<file path="src/cfs_pkg.sv">
/*
 * Shared constants and types for the charger fault supervisor.
 * Assumes a 25 MHz system clock and an APB register bus.
 */
package cfs_pkg;

  // ****************************************
  // Register map
  // ****************************************
  localparam logic [7:0] CFS_CTRL_ONE_OFS = 8'hA8;   // charger_control_one
  localparam logic [7:0] CFS_CTRL_TWO_OFS = 8'hAC;   // timeout and options
  localparam logic [7:0] CFS_FLAGS_OFS = 8'hB0;      // fault flags, read clears
  localparam logic [7:0] CFS_STATUS_OFS = 8'hB4;     // live state
  localparam logic [7:0] CFS_KEY_OFS = 8'hB8;        // security key

  // ****************************************
  // Field positions and reset values
  // ****************************************
  localparam int CFS_NTC_BIT = 3;
  localparam int CFS_HOT_BIT = 2;
  localparam int CFS_COLD_BIT = 1;
  localparam logic [15:0] CFS_CTRL_ONE_RST = 16'h000E;
  localparam int CFS_TIME_LSB = 8;
  localparam logic [3:0] CFS_TIME_RST = 4'hB;
  localparam int CFS_TRK_PAUSE_BIT = 0;
  localparam logic [15:0] CFS_KEY_VALUE = 16'h0097;  // unlock pattern

  // Flag bit positions in the flag register
  localparam int CFS_F_COLD = 0;
  localparam int CFS_F_HOT = 1;
  localparam int CFS_F_FAIL = 2;
  localparam int CFS_F_WARN = 3;
  localparam int CFS_F_SHDN = 4;
  localparam int CFS_F_NTC = 5;
  localparam int CFS_NFLAGS = 6;

  // ****************************************
  // Timing
  // ****************************************
  localparam int CFS_CLK_HZ = 25_000_000;
  localparam int CFS_MIN_CHECK_MIN = 30;    // minutes
  localparam int CFS_TIMEOUT_BASE_MIN = 60; // minutes at code zero
  localparam int CFS_TIMEOUT_STEP_MIN = 30; // minutes per code step
  localparam longint CFS_CYC_PER_MIN = longint'(CFS_CLK_HZ) * 60;

  // Fault conditions from the comparators
  typedef struct packed {
    logic ntc_missing;
    logic die_shdn;
    logic die_warn;
    logic battery_supply_pin_low;
    logic hot;
    logic cold;
  } cfs_cond_t;

  typedef enum logic [3:0] {
    CFS_IDLE    = 4'b0001,
    CFS_CHARGE  = 4'b0010,
    CFS_FAILED  = 4'b0100,
    CFS_SHUTOFF = 4'b1000
  } cfs_state_t;

endpackage

</file>
<file path="src/cfs_top.sv">
/*
 * Charger fault supervisor: thermistor, die temperature and defective
 * battery handling, with APB registers.
 * Assumes asynchronous comparator levels and a charger FSM that obeys
 * the suspend, terminate, restart and trickle-force outputs.
 */
// Design decision made here: the APB register port.
`timescale 1ns/1ns
module cfs_top
  import cfs_pkg::*;
#(
  parameter bit ROM_CONFIG = 1'b0,
  parameter longint CYC_PER_MIN = CFS_CYC_PER_MIN
) (
  input wire logic clk_sys,
  input wire logic rst_n,
  input wire logic psel,
  input wire logic penable,
  input wire logic pwrite,
  input wire logic [7:0] paddr,
  input wire logic [31:0] pwdata,
  output logic [31:0] prdata,
  output logic pready,
  output logic pslverr,
  input wire logic [5:0] cond_async,
  input wire logic charging,
  input wire logic trickle_mode,
  input wire logic fast_charge_select,
  input wire logic power_reapplied,
  input wire logic usb_suspend,
  output logic charge_suspend,
  output logic charge_terminate,
  output logic force_trickle,
  output logic restart_charger,
  output logic charger_summary_irq
);

  cfs_cond_t cond, cond_d;
  cfs_state_t state;
  logic [15:0] ctrl_one;
  logic [3:0] charge_timeout_setting;
  logic [CFS_NFLAGS-1:0] flags, ev;
  logic [31:0] min_cnt;
  logic [9:0] trk_min, quarter_min, check_min;
  logic trickle_pause_en, unlocked, checked, check_now, clr_fail;
  logic wr, rd, hot_act, cold_act, ntc_act;

  // ****************************************
  // Input synchronisation
  // ****************************************
  cfs_sync #(.WIDTH(6)) u_sync (
    .clk_sys(clk_sys),
    .rst_n(rst_n),
    .d(cond_async),
    .q(cond)
  );

  // Previous sample for edge detection
  always_ff @(posedge clk_sys) begin
    if (!rst_n) begin
      cond_d <= '0;
    end else begin
      cond_d <= cond;
    end
  end

  // ****************************************
  // APB slave
  // ****************************************
  assign wr = psel && penable && pwrite && pready;
  assign rd = psel && penable && !pwrite && pready;

  // One wait state: ready in second access cycle
  always_ff @(posedge clk_sys) begin
    if (!rst_n) begin
      pready <= 1'b0;
    end else begin
      pready <= psel && penable && !pready;
    end
  end

  // Security key register
  always_ff @(posedge clk_sys) begin
    if (!rst_n) begin
      unlocked <= 1'b0;
    end else if (wr && paddr == CFS_KEY_OFS) begin
      unlocked <= (pwdata[15:0] == CFS_KEY_VALUE);
    end
  end

  always_ff @(posedge clk_sys) begin
    if (!rst_n) begin
      ctrl_one <= CFS_CTRL_ONE_RST;
    end else if (wr && paddr == CFS_CTRL_ONE_OFS && unlocked && !ROM_CONFIG) begin
      ctrl_one[CFS_NTC_BIT] <= pwdata[CFS_NTC_BIT];
      ctrl_one[CFS_HOT_BIT] <= pwdata[CFS_HOT_BIT];
      ctrl_one[CFS_COLD_BIT] <= pwdata[CFS_COLD_BIT];
    end
  end

  // Timeout and trickle pause option
  always_ff @(posedge clk_sys) begin
    if (!rst_n) begin
      charge_timeout_setting <= CFS_TIME_RST;
      trickle_pause_en <= 1'b1;
    end else if (wr && paddr == CFS_CTRL_TWO_OFS && unlocked) begin
      charge_timeout_setting <= pwdata[CFS_TIME_LSB +: 4];
      trickle_pause_en <= pwdata[CFS_TRK_PAUSE_BIT];
    end
  end

  // Read data mux, registered at access
  always_ff @(posedge clk_sys) begin
    if (!rst_n) begin
      prdata <= '0;
      pslverr <= 1'b0;
    end else if (psel && penable && !pready) begin
      pslverr <= 1'b0;
      unique case (paddr)
        CFS_CTRL_ONE_OFS: prdata <= {16'h0000, ctrl_one};
        CFS_CTRL_TWO_OFS: prdata <= {20'h00000, charge_timeout_setting,
                                     7'h00, trickle_pause_en};
        CFS_FLAGS_OFS: prdata <= {26'h0000000, flags};
        CFS_STATUS_OFS: prdata <= {22'h000000, state, cond};
        CFS_KEY_OFS: prdata <= {31'h00000000, unlocked};
        default: begin
          prdata <= '0;
          pslverr <= 1'b1;
        end
      endcase
    end
  end

  // ****************************************
  // Qualified conditions
  // ****************************************
  // disabled monitors are ignored
  assign hot_act = cond.hot && ctrl_one[CFS_HOT_BIT];
  assign cold_act = cond.cold && ctrl_one[CFS_COLD_BIT];
  assign ntc_act = cond.ntc_missing && ctrl_one[CFS_NTC_BIT];

  assign ev[CFS_F_COLD] = cold_act && !cond_d.cold;
  assign ev[CFS_F_HOT] = hot_act && !cond_d.hot;
  assign ev[CFS_F_WARN] = cond.die_warn && !cond_d.die_warn;
  assign ev[CFS_F_SHDN] = cond.die_shdn && !cond_d.die_shdn;
  assign ev[CFS_F_NTC] = ntc_act && !cond_d.ntc_missing;
  assign ev[CFS_F_FAIL] = check_now && cond.battery_supply_pin_low;

  // sticky flags, read clears, set wins
  always_ff @(posedge clk_sys) begin
    if (!rst_n) begin
      flags <= '0;
    end else if (rd && paddr == CFS_FLAGS_OFS) begin
      flags <= (flags & ~prdata[CFS_NFLAGS-1:0]) | ev; // Drop reported bits only
    end else begin
      flags <= flags | ev;
    end
  end

  always_ff @(posedge clk_sys) begin
    if (!rst_n) begin
      charger_summary_irq <= 1'b0;
    end else begin
      charger_summary_irq <= |(flags | ev);
    end
  end

  // ****************************************
  // Trickle defective-battery check timer
  // ****************************************
  // timeout minutes over four
  assign quarter_min = 10'((CFS_TIMEOUT_BASE_MIN +
                      CFS_TIMEOUT_STEP_MIN * charge_timeout_setting) / 4);
  assign check_min = (quarter_min > 10'(CFS_MIN_CHECK_MIN)) ?
                     quarter_min : 10'(CFS_MIN_CHECK_MIN);
  assign check_now = (state == CFS_CHARGE) && trickle_mode && !checked &&
                     (trk_min >= check_min);

  // Minute counter, runs only while trickle charging unsuspended
  always_ff @(posedge clk_sys) begin
    if (!rst_n || state != CFS_CHARGE || !trickle_mode || !charging) begin
      min_cnt <= '0;
      if (!rst_n || state != CFS_CHARGE || !charging) begin
        trk_min <= '0;
        checked <= 1'b0;
      end
    end else if (check_now) begin
      checked <= 1'b1;
    end else if (!charge_suspend && !checked) begin
      if (min_cnt == 32'(CYC_PER_MIN - 1)) begin
        min_cnt <= '0;
        trk_min <= trk_min + 10'd1;
      end else begin
        min_cnt <= min_cnt + 32'd1;
      end
    end
  end

  // ****************************************
  // Fault state machine
  // ****************************************
  // fail clear causes
  assign clr_fail = !cond.battery_supply_pin_low || power_reapplied || usb_suspend;

  always_ff @(posedge clk_sys) begin
    if (!rst_n) begin
      state <= CFS_IDLE;
    // die shutdown wins from any state
    end else if (cond.die_shdn) begin
      state <= CFS_SHUTOFF;
    end else begin
      unique case (state)
        CFS_IDLE: begin
          if (charging) begin
            state <= CFS_CHARGE;
          end
        end
        CFS_CHARGE: begin
          if (check_now && cond.battery_supply_pin_low) begin
            state <= CFS_FAILED;
          end else if (!charging) begin
            state <= CFS_IDLE;
          end
        end
        CFS_FAILED: begin
          if (clr_fail) begin
            state <= CFS_IDLE;
          end
        end
        CFS_SHUTOFF: begin
          if (power_reapplied) begin
            state <= CFS_IDLE;
          end
        end
      endcase
    end
  end

  // ****************************************
  // Charger control outputs
  // ****************************************
  // suspend while condition holds
  always_ff @(posedge clk_sys) begin
    if (!rst_n) begin
      charge_suspend <= 1'b0;
    end else begin
      charge_suspend <= hot_act || cold_act || ntc_act ||
                        (cond.die_warn && (!trickle_mode || trickle_pause_en));
    end
  end

  always_ff @(posedge clk_sys) begin
    if (!rst_n) begin
      charge_terminate <= 1'b0;
      restart_charger <= 1'b0;
    end else begin
      charge_terminate <= cond.die_shdn || state == CFS_FAILED ||
                          state == CFS_SHUTOFF;
      restart_charger <= state == CFS_FAILED && clr_fail && !cond.die_shdn;
    end
  end

  // fast with low battery falls back
  always_ff @(posedge clk_sys) begin
    if (!rst_n) begin
      force_trickle <= 1'b0;
    end else begin
      force_trickle <= fast_charge_select && cond.battery_supply_pin_low;
    end
  end
endmodule

</file>
<file path="src/cfs_sync.sv">
/*
 * Two-flop synchroniser, one per bit, for comparator inputs.
 * Assumes inputs are asynchronous levels.
 */
`timescale 1ns/1ns
module cfs_sync #(
  parameter int WIDTH = 6
) (
  input wire logic clk_sys,
  input wire logic rst_n,
  input wire logic [WIDTH-1:0] d,
  output logic [WIDTH-1:0] q
);

  logic [WIDTH-1:0] meta;

  // ****************************************
  // Per-bit two-stage sampling
  // ****************************************
  genvar i;
  generate
    for (i = 0; i < WIDTH; i++) begin : g_bit
      always_ff @(posedge clk_sys) begin
        if (!rst_n) begin
          meta[i] <= 1'b0;
          q[i] <= 1'b0;
        end else begin
          meta[i] <= d[i];
          q[i] <= meta[i];
        end
      end
    end
  endgenerate

endmodule

</file>
<file path="config.mk">
export PLATFORM = sky130hd
export DESIGN_NAME = cfs_top
export DESIGN_NICKNAME = d
export VERILOG_FILES = /design/src/cfs_pkg.sv /design/src/cfs_top.sv /design/src/cfs_sync.sv
export SDC_FILE = /design/constraint.sdc
export NUM_CORES = 1
export LEC_CHECK = 0
export BUFFER_PORTS_ARGS = -buffer_cell sky130_fd_sc_hd__buf_4
export CORE_MARGIN = 3
export CORE_UTILIZATION = 40
export DETAILED_ROUTE_END_ITERATION = 10
export GPL_TIMING_DRIVEN = 0
export PLACE_DENSITY = 0.67
export SYNTH_ARGS = -nofsm -noshare
export SYNTH_HDL_FRONTEND = slang
export SYNTH_SLANG_ARGS = --single-unit
</file>
<file path="constraint.sdc">
create_clock -name clk_sys -period 12.7 [get_ports clk_sys]
set_input_delay 2.54 -clock clk_sys [delete_from_list [all_inputs] [get_ports clk_sys]]
set_output_delay 2.54 -clock clk_sys [all_outputs]
set_load 0.03 [all_outputs]
</file>
==> results_dict.tcl, run 1 <==
set metrics [dict create \
    drtIter0Drc 356 \
    clock-root-buffer "clkbuf_16" \
    row_count 42 \
    cts_resized 0 \
    slew_viol_final 0 \
    layout_min_cycle_time_ns 5.822 \
    die_h_um 124.3 \
    clk_pin_slew_worst_paths_ns 0.07 \
    ys_seq_elements 98 \
    power_density_nw_per_um2 102.2 \
    numCtsBuffers 9 \
    syn_to_final_growth_pct 18.86 \
    drive_above_1_share_pct 17.30 \
    dieArea_um2 15450 \
    use_met1_pct 24.81 \
    routabilityCongestion 0.8767 \
    place.detailed.hpwl_um 10390 \
    fmax_mhz 171.8 \
    pwr-share-comb_pct 8.7 \
    critical_path_arrival_ns 6.09 \
    hold_buffers 0 \
    seq_power_share_pct 47.5 \
    pwr-share-clk_pct 43.8 \
    grt_max_degree 17 \
    core_um2 13450 \
    grt_pass1_wl_um 23860 \
    grt_pass1_vias 5002 \
    async_reset_ff_share_pct 0 \
    total_power_w 0.0006802 \
    cts_tree "yes" \
    cts.sink_count 98 \
    yosysWarnings 0 \
    viasPerCell 5.603 \
    drt_wl_total_um 13880 \
    syn_avg_cell_area_um2 8.735 \
    p_int_w 0.0005219 \
    min_period_over_period_pct 45.84 \
    finalClockSkew_ns 0.009537 \
    max_slew.worst_pin.slew_ns 0.8809 \
    track_usage_pct 18.05 \
    synth-edff-count 11 \
    ys.flop_type "dfxtp_1" \
    crit_path_end_kind "register" \
    gr-total-overflow 0 \
    max-slew-margin-rel_pct 40.45 \
    port_buffers 58 \
    initial_utilization_pct 41.62 \
    utilization_pct 49.47 \
    syn_inst 641 \
    max_cap_viol_count 0 \
    netlist-cell-type-count 70 \
    insertion_delay_ns 0.34 \
    vias 5099 \
    grt_use_met2_pct 29.07 \
    htreeDepth 3 \
    die_w_um 124.3 \
    setup_viol 0 \
    nets 813 \
    clock_path_buffers 2 \
    holdCritPathClass "register to register" \
    dpl_cell_area_um2 6326 \
    p_leak_nw 2.607 \
    diodes 0 \
    crit_path_start_kind "register" \
    busiest_layer "met2" \
    p_sw_w 0.0001583 \
    io_pins 95 \
    finalSetupTns_ns 0 \
    cts_setup_buffers 0 \
    antenna_found_initial 0 \
    grt_use_met3_pct 2.616 \
    synth_area_um2 5599 \
    swShare_pct 23.28 \
    grt_setup_unrepaired "no" \
    outcome "completed" \
    seq_area_frac_synth_pct 37.01 \
    crit_required_ns 12.97 \
    ant_nets 0 \
    crit_type "register to register" \
    crit_fanout 10 \
    drc 0 \
    ir_drop_v 0.00007441 \
    first_pass_iters 7 \
    wl_per_cell_um 15.25 \
    finalHoldViolations 0 \
    fin_area_um2 6655 \
]
[cell usage after synthesis, types with 7 or more instances]
library cell   n  area, um^2
o21ai_0       21       105.1
nand2_1       33       123.9
a21oi_1       48       240.2
xor2_1        10       87.58
a22oi_1        8       60.06
nor4_1         7       43.79
dfxtp_1       87        1742
and2_1        21       131.4
edfxtp_1      11       330.3
buf_2         10       50.05
nand3_1       26       130.1
buf_4         20       150.1
nor2_1        55       206.5
nand4_1       22       137.6
xnor2_1        7       61.31
clkbuf_1      16       60.06
mux2i_1       13       130.1
o31ai_1       19       142.6
and3_1        14       87.58
o211ai_1       7       52.55
or4_1         21       157.7
ha_1          24       300.3
inv_1         24       90.09
or3_1         12       75.07
a21boi_0       7       52.55
[logic make-up after synthesis]
group                    synth area share (%)
AND/OR/NAND/NOR                         26.77
AO/OA/AOI/OAI                           17.32
flip-flops                              37.01
buffers and inverters                   6.659
adder cells (fa/ha/maj)                 6.793
XOR/XNOR                                2.659
multiplexers                            2.726
other                                 0.06697
[critical path, stage by stage (launching register included)]
cell and delay (ns):
dfxtp_1 0.51, fa_1 0.52, fa_1 0.56, inv_1 0.07, fa_1 0.63, or3b_2 0.45, clkbuf_1 0.18, and3b_1 0.21
o211ai_1 0.16, o211a_1 0.24, a31oi_1 0.11, ha_1 0.29, nor3b_1 0.28, o211ai_1 0.21, and4_1 0.24, buf_2 0.17
clkbuf_1 0.22, or4_1 0.51, a21oi_1 0.19
[layout by cell type, fill, tap and decap left out, drive strengths merged, types with 19 or more instances in the layout]
cell    synthesis  final
nand2          34     34
buf            34     92
clkbuf         16     26
nand3          26     26
nor2           55     55
inv            24     24
nand4          22     22
o21ai          21     21
ha             24     24
a21oi          49     49
and2           21     21
or4            24     24
dfxtp          87     87
o31ai          19     19
conb            1     20
[state kept, by name (all words and copies together), names as in the netlist, 3 cells and up]
register                cells
prdata                     12
flags                       6
state                       4
cond_d                      5
charge_timeout_setting      4
ctrl_one                    3
u_sync.q                    6
trk_min                    10
min_cnt                    32
u_sync.meta                 6
[area by class of cell]
| cell class | count | area (um^2) |
|---|---|---|
| Fill cell | 1325 | 6798 |
| Multi-Input combinational cell | 488 | 3226 |
| Sequential cell | 98 | 2072 |
| Timing Repair Buffer | 58 | 435.4 |
| Buffer | 50 | 282.8 |
| Clock buffer | 10 | 239.0 |
| Tap cell | 176 | 220.2 |
| Clock inverter | 6 | 90.09 |
| Inverter | 24 | 90.09 |
[per-stage QoR]
stage | hold WS, ns | setup slack [ns] | std cells
floorplan | 0.4119 | 7.510 | 660
global placement | 0.4146 | 7.013 | 894
detailed placement | 0.4186 | 6.895 | 894
CTS | 0.4331 | 6.856 | 910
global route | 0.4487 | 6.484 | 910
finish | 0.4288 | 6.878 | 910
[final timing paths]
| check | from | to | slack [ns] | cells after the start |
|---|---|---|---|---|
| hold reg to reg | u_sync.meta[5]$_SDFF_PN0_ | u_sync.q[5]$_SDFF_PN0_ | 0.43 | 1 |
| hold / removal | u_sync.meta[5]$_SDFF_PN0_ | u_sync.q[5]$_SDFF_PN0_ | 0.43 | 1 |
| setup reg to reg | charge_timeout_setting[2]$_SDFFE_PN0P_ | min_cnt[23]$_SDFFE_PN0P_ | 6.88 | 18 |
| setup / recovery | charge_timeout_setting[2]$_SDFFE_PN0P_ | min_cnt[23]$_SDFFE_PN0P_ | 6.88 | 18 |
[per-layer routing]
layer,part of all wire [%],vias to the layer above
met5,0,-
met4,1.8,0
met3,5.0,25
met2,46,175
met1,47,2376
li1,-,2523
[power groups by stage]
stage          sequential, W  combinational [W]  clock (W)
2_1_floorplan       0.000331          0.0000362          0
3_3_place_gp        0.000330          0.0000575          0
3_5_place_dp        0.000330          0.0000585          0
4_1_cts             0.000323          0.0000586   0.000303
5_1_grt             0.000324          0.0000645   0.000318
6_report            0.000323          0.0000590   0.000298
(Power assumes the default switching activity.)
==> inputs of run 2 (changes only) <==
==> constraint.sdc (replaced) <==
create_clock -name clk_sys -period 5.7 [get_ports clk_sys]
set_input_delay 1.14 -clock clk_sys [delete_from_list [all_inputs] [get_ports clk_sys]]
set_output_delay 1.14 -clock clk_sys [all_outputs]
set_load 0.03 [all_outputs]
==> run 2 against run 1 <==
  * First-iteration DRC count is the same
  * Die area is the same
  * Critical path depth decreased by 1
  * Combinational power is 130% higher
  * Critical path type unchanged
==> results_dict.tcl, run 2 (synthesis results as in run 1) <==
set metrics [dict create \
    seq_area_um2 2081 \
    finalClockSkew_ns 0.009109 \
    die_h_um 124.3 \
    place_inst 894 \
    p_leak_nw 2.624 \
    ir_drop_v 0.0001643 \
    diodes 0 \
    max_slew.worst_pin.slew_ns 0.8824 \
    clk_pin_slew_worst_paths_ns 0.07 \
    slew_viol_final 0 \
    grt_pass1_vias 5002 \
    grt_max_degree 17 \
    slowest_delay_ns 0.62 \
    hold_buffers 0 \
    die_w_um 124.3 \
    p_sw_w 0.0003513 \
    cp_num_buf_inv 3 \
    crit_required_ns 5.96 \
    swShare_pct 23.16 \
    wl_per_cell_um 15.32 \
    fin_cells 912 \
    track_usage_pct 18.05 \
    insertion_delay_ns 0.34 \
    crit_path_start_kind "register" \
    max_cap_viol_count 0 \
    gr-total-overflow 0 \
    seq_power_share_pct 47.4 \
    crit_slowest_cell "fa_2" \
    holdCritPathClass "register to register" \
    vias 5124 \
    layout_commonest_cell "dfxtp_1" \
    cp_top_family "adder cells" \
    grt_pass1_wl_um 23860 \
    cts_tree "yes" \
    pwr-share-clk_pct 43.5 \
    grt_setup_unrepaired "no" \
    setup_viol 0 \
    core_um2 13450 \
    first_pass_iters 6 \
    largest_reg_flops 32 \
    crit_type "register to register" \
    drc 0 \
    fill_cells 1307 \
    top_register "min_cnt" \
    min_period_over_period_pct 94.86 \
    dieArea_um2 15450 \
    utilization_pct 50.06 \
    clock-root-buffer "clkbuf_16" \
    fmax_mhz 184.9 \
    drtIter0Drc 356 \
    syn_to_final_growth_pct 20.27 \
    viasPerCell 5.618 \
    p_int_w 0.001165 \
    layout_min_cycle_time_ns 5.407 \
    antenna_found_initial 0 \
    initial_utilization_pct 41.62 \
    numCtsBuffers 9 \
    routabilityCongestion 0.8767 \
    multiInputGateArea_um2 3272 \
    row_count 42 \
    whs_ns 0.4290 \
    finalHoldViolations 0 \
    dpl_cell_area_um2 6326 \
    nets 815 \
    place.detailed.hpwl_um 10390 \
    critical_path_arrival_ns 5.67 \
    max-slew-margin-rel_pct 40.35 \
    ant_nets 0 \
    drt_wl_total_um 13970 \
    power_density_nw_per_um2 225.2 \
    port_buffers 58 \
    crit_path_cell_trace "fa_1, fa_1, inv_1, fa_2, or3b_2, and3b_1, o211ai_1, o211a_1, a31oi_1, ha_1, nor3b_2, o211ai_1, and4_1, buf_2, buf_2, or4_1, a21oi_1" \
    fin_area_um2 6734 \
    clock_path_buffers 2 \
    drive_above_1_share_pct 19.16 \
    crit_fanout 10 \
    crit_path_end_kind "register" \
    finalSetupTns_ns 0 \
    io_pins 95 \
    top_regs "min_cnt: 32 flops, prdata: 12 flops, trk_min: 10 flops" \
    pwr-share-comb_pct 9.0 \
    outcome "completed" \
    htreeDepth 3 \
    cts.sink_count 98 \
    final_cell_mix "dfxtp_1 (84), buf_4 (81), nor2_1 (55)" \
]
run 2: cell count changes in the layout (fill, tap and decap cells not counted), sizes merged:
cell	change
buf	+3
clkbuf	-1
run 2: layout make-up:
class / instances / share of cell area (%)
multi-input combinational: 488 / 48.59
sequential: 98 / 30.90
timing repair buffer: 61 / 6.800
buffer: 49 / 4.218
clock buffer: 10 / 3.549
tap: 176 / 3.270
clock inverter: 6 / 1.338
inverter: 24 / 1.338
run 2: worst register-to-register path, stage by stage, from the launching register on:
cell	delay [ns]
dfxtp_4	0.38
fa_1	0.54
fa_1	0.56
inv_1	0.07
fa_2	0.62
or3b_2	0.53
and3b_1	0.21
o211ai_1	0.17
o211a_1	0.25
a31oi_1	0.11
ha_1	0.31
nor3b_2	0.22
o211ai_1	0.13
and4_1	0.21
buf_2	0.17
buf_2	0.19
or4_1	0.48
a21oi_1	0.18
run 2: worst paths after layout:
check / startpoint / endpoint / slack [ns] / cells after the start
setup / recovery: charge_timeout_setting[2]$_SDFFE_PN0P_ / min_cnt[23]$_SDFFE_PN0P_ / 0.29 / 17
hold / removal: u_sync.meta[5]$_SDFF_PN0_ / u_sync.q[5]$_SDFF_PN0_ / 0.43 / 1
setup reg to reg: charge_timeout_setting[2]$_SDFFE_PN0P_ / min_cnt[23]$_SDFFE_PN0P_ / 0.29 / 17
hold reg to reg: u_sync.meta[5]$_SDFF_PN0_ / u_sync.q[5]$_SDFF_PN0_ / 0.43 / 1
run 2: metal layers:
layer | up-vias | global-route usage [%] | part of all wire (%)
met1 | 2387 | 24.81 | 46
met5 | - | 0 | 0
met3 | 20 | 2.616 | 5.8
li1 | 2526 | - | -
met4 | 0 | 6.190 | 1.7
met2 | 191 | 29.07 | 46
run 2: per-stage QoR:
| stage | power [W] | setup WS (ns) |
|---|---|---|
| after floorplan | 0.0008174 | 0.5102 |
| after CTS | 0.001525 | 0.01273 |
| after global placement | 0.0008630 | 0.01305 |
| final | 0.001517 | 0.2929 |
| after detailed placement | 0.0008657 | -0.1047 |
| after global routing | 0.001578 | 0.02237 |
run 2: repair_timing:
| action | CTS | global route |
|---|---|---|
| pin swaps | 0 | 4 |
| gates resized for setup | 4 | 15 |
| setup endpoints to repair | 26 | 42 |
| endpoints found under the hold margin | 0 | 0 |
| buffers inserted | 0 | 3 |
| gates cloned | 0 | 0 |
run 2: power by group through the flow:
| stage | clock network [W] | registers, W | logic, W |
|---|---|---|---|
| floorplan | 0 | 0.000737 | 0.0000807 |
| global placement | 0 | 0.000735 | 0.000128 |
| detailed placement | 0 | 0.000735 | 0.000130 |
| CTS | 0.000674 | 0.000720 | 0.000131 |
| global route | 0.000708 | 0.000720 | 0.000149 |
| finish | 0.000660 | 0.000719 | 0.000137 |
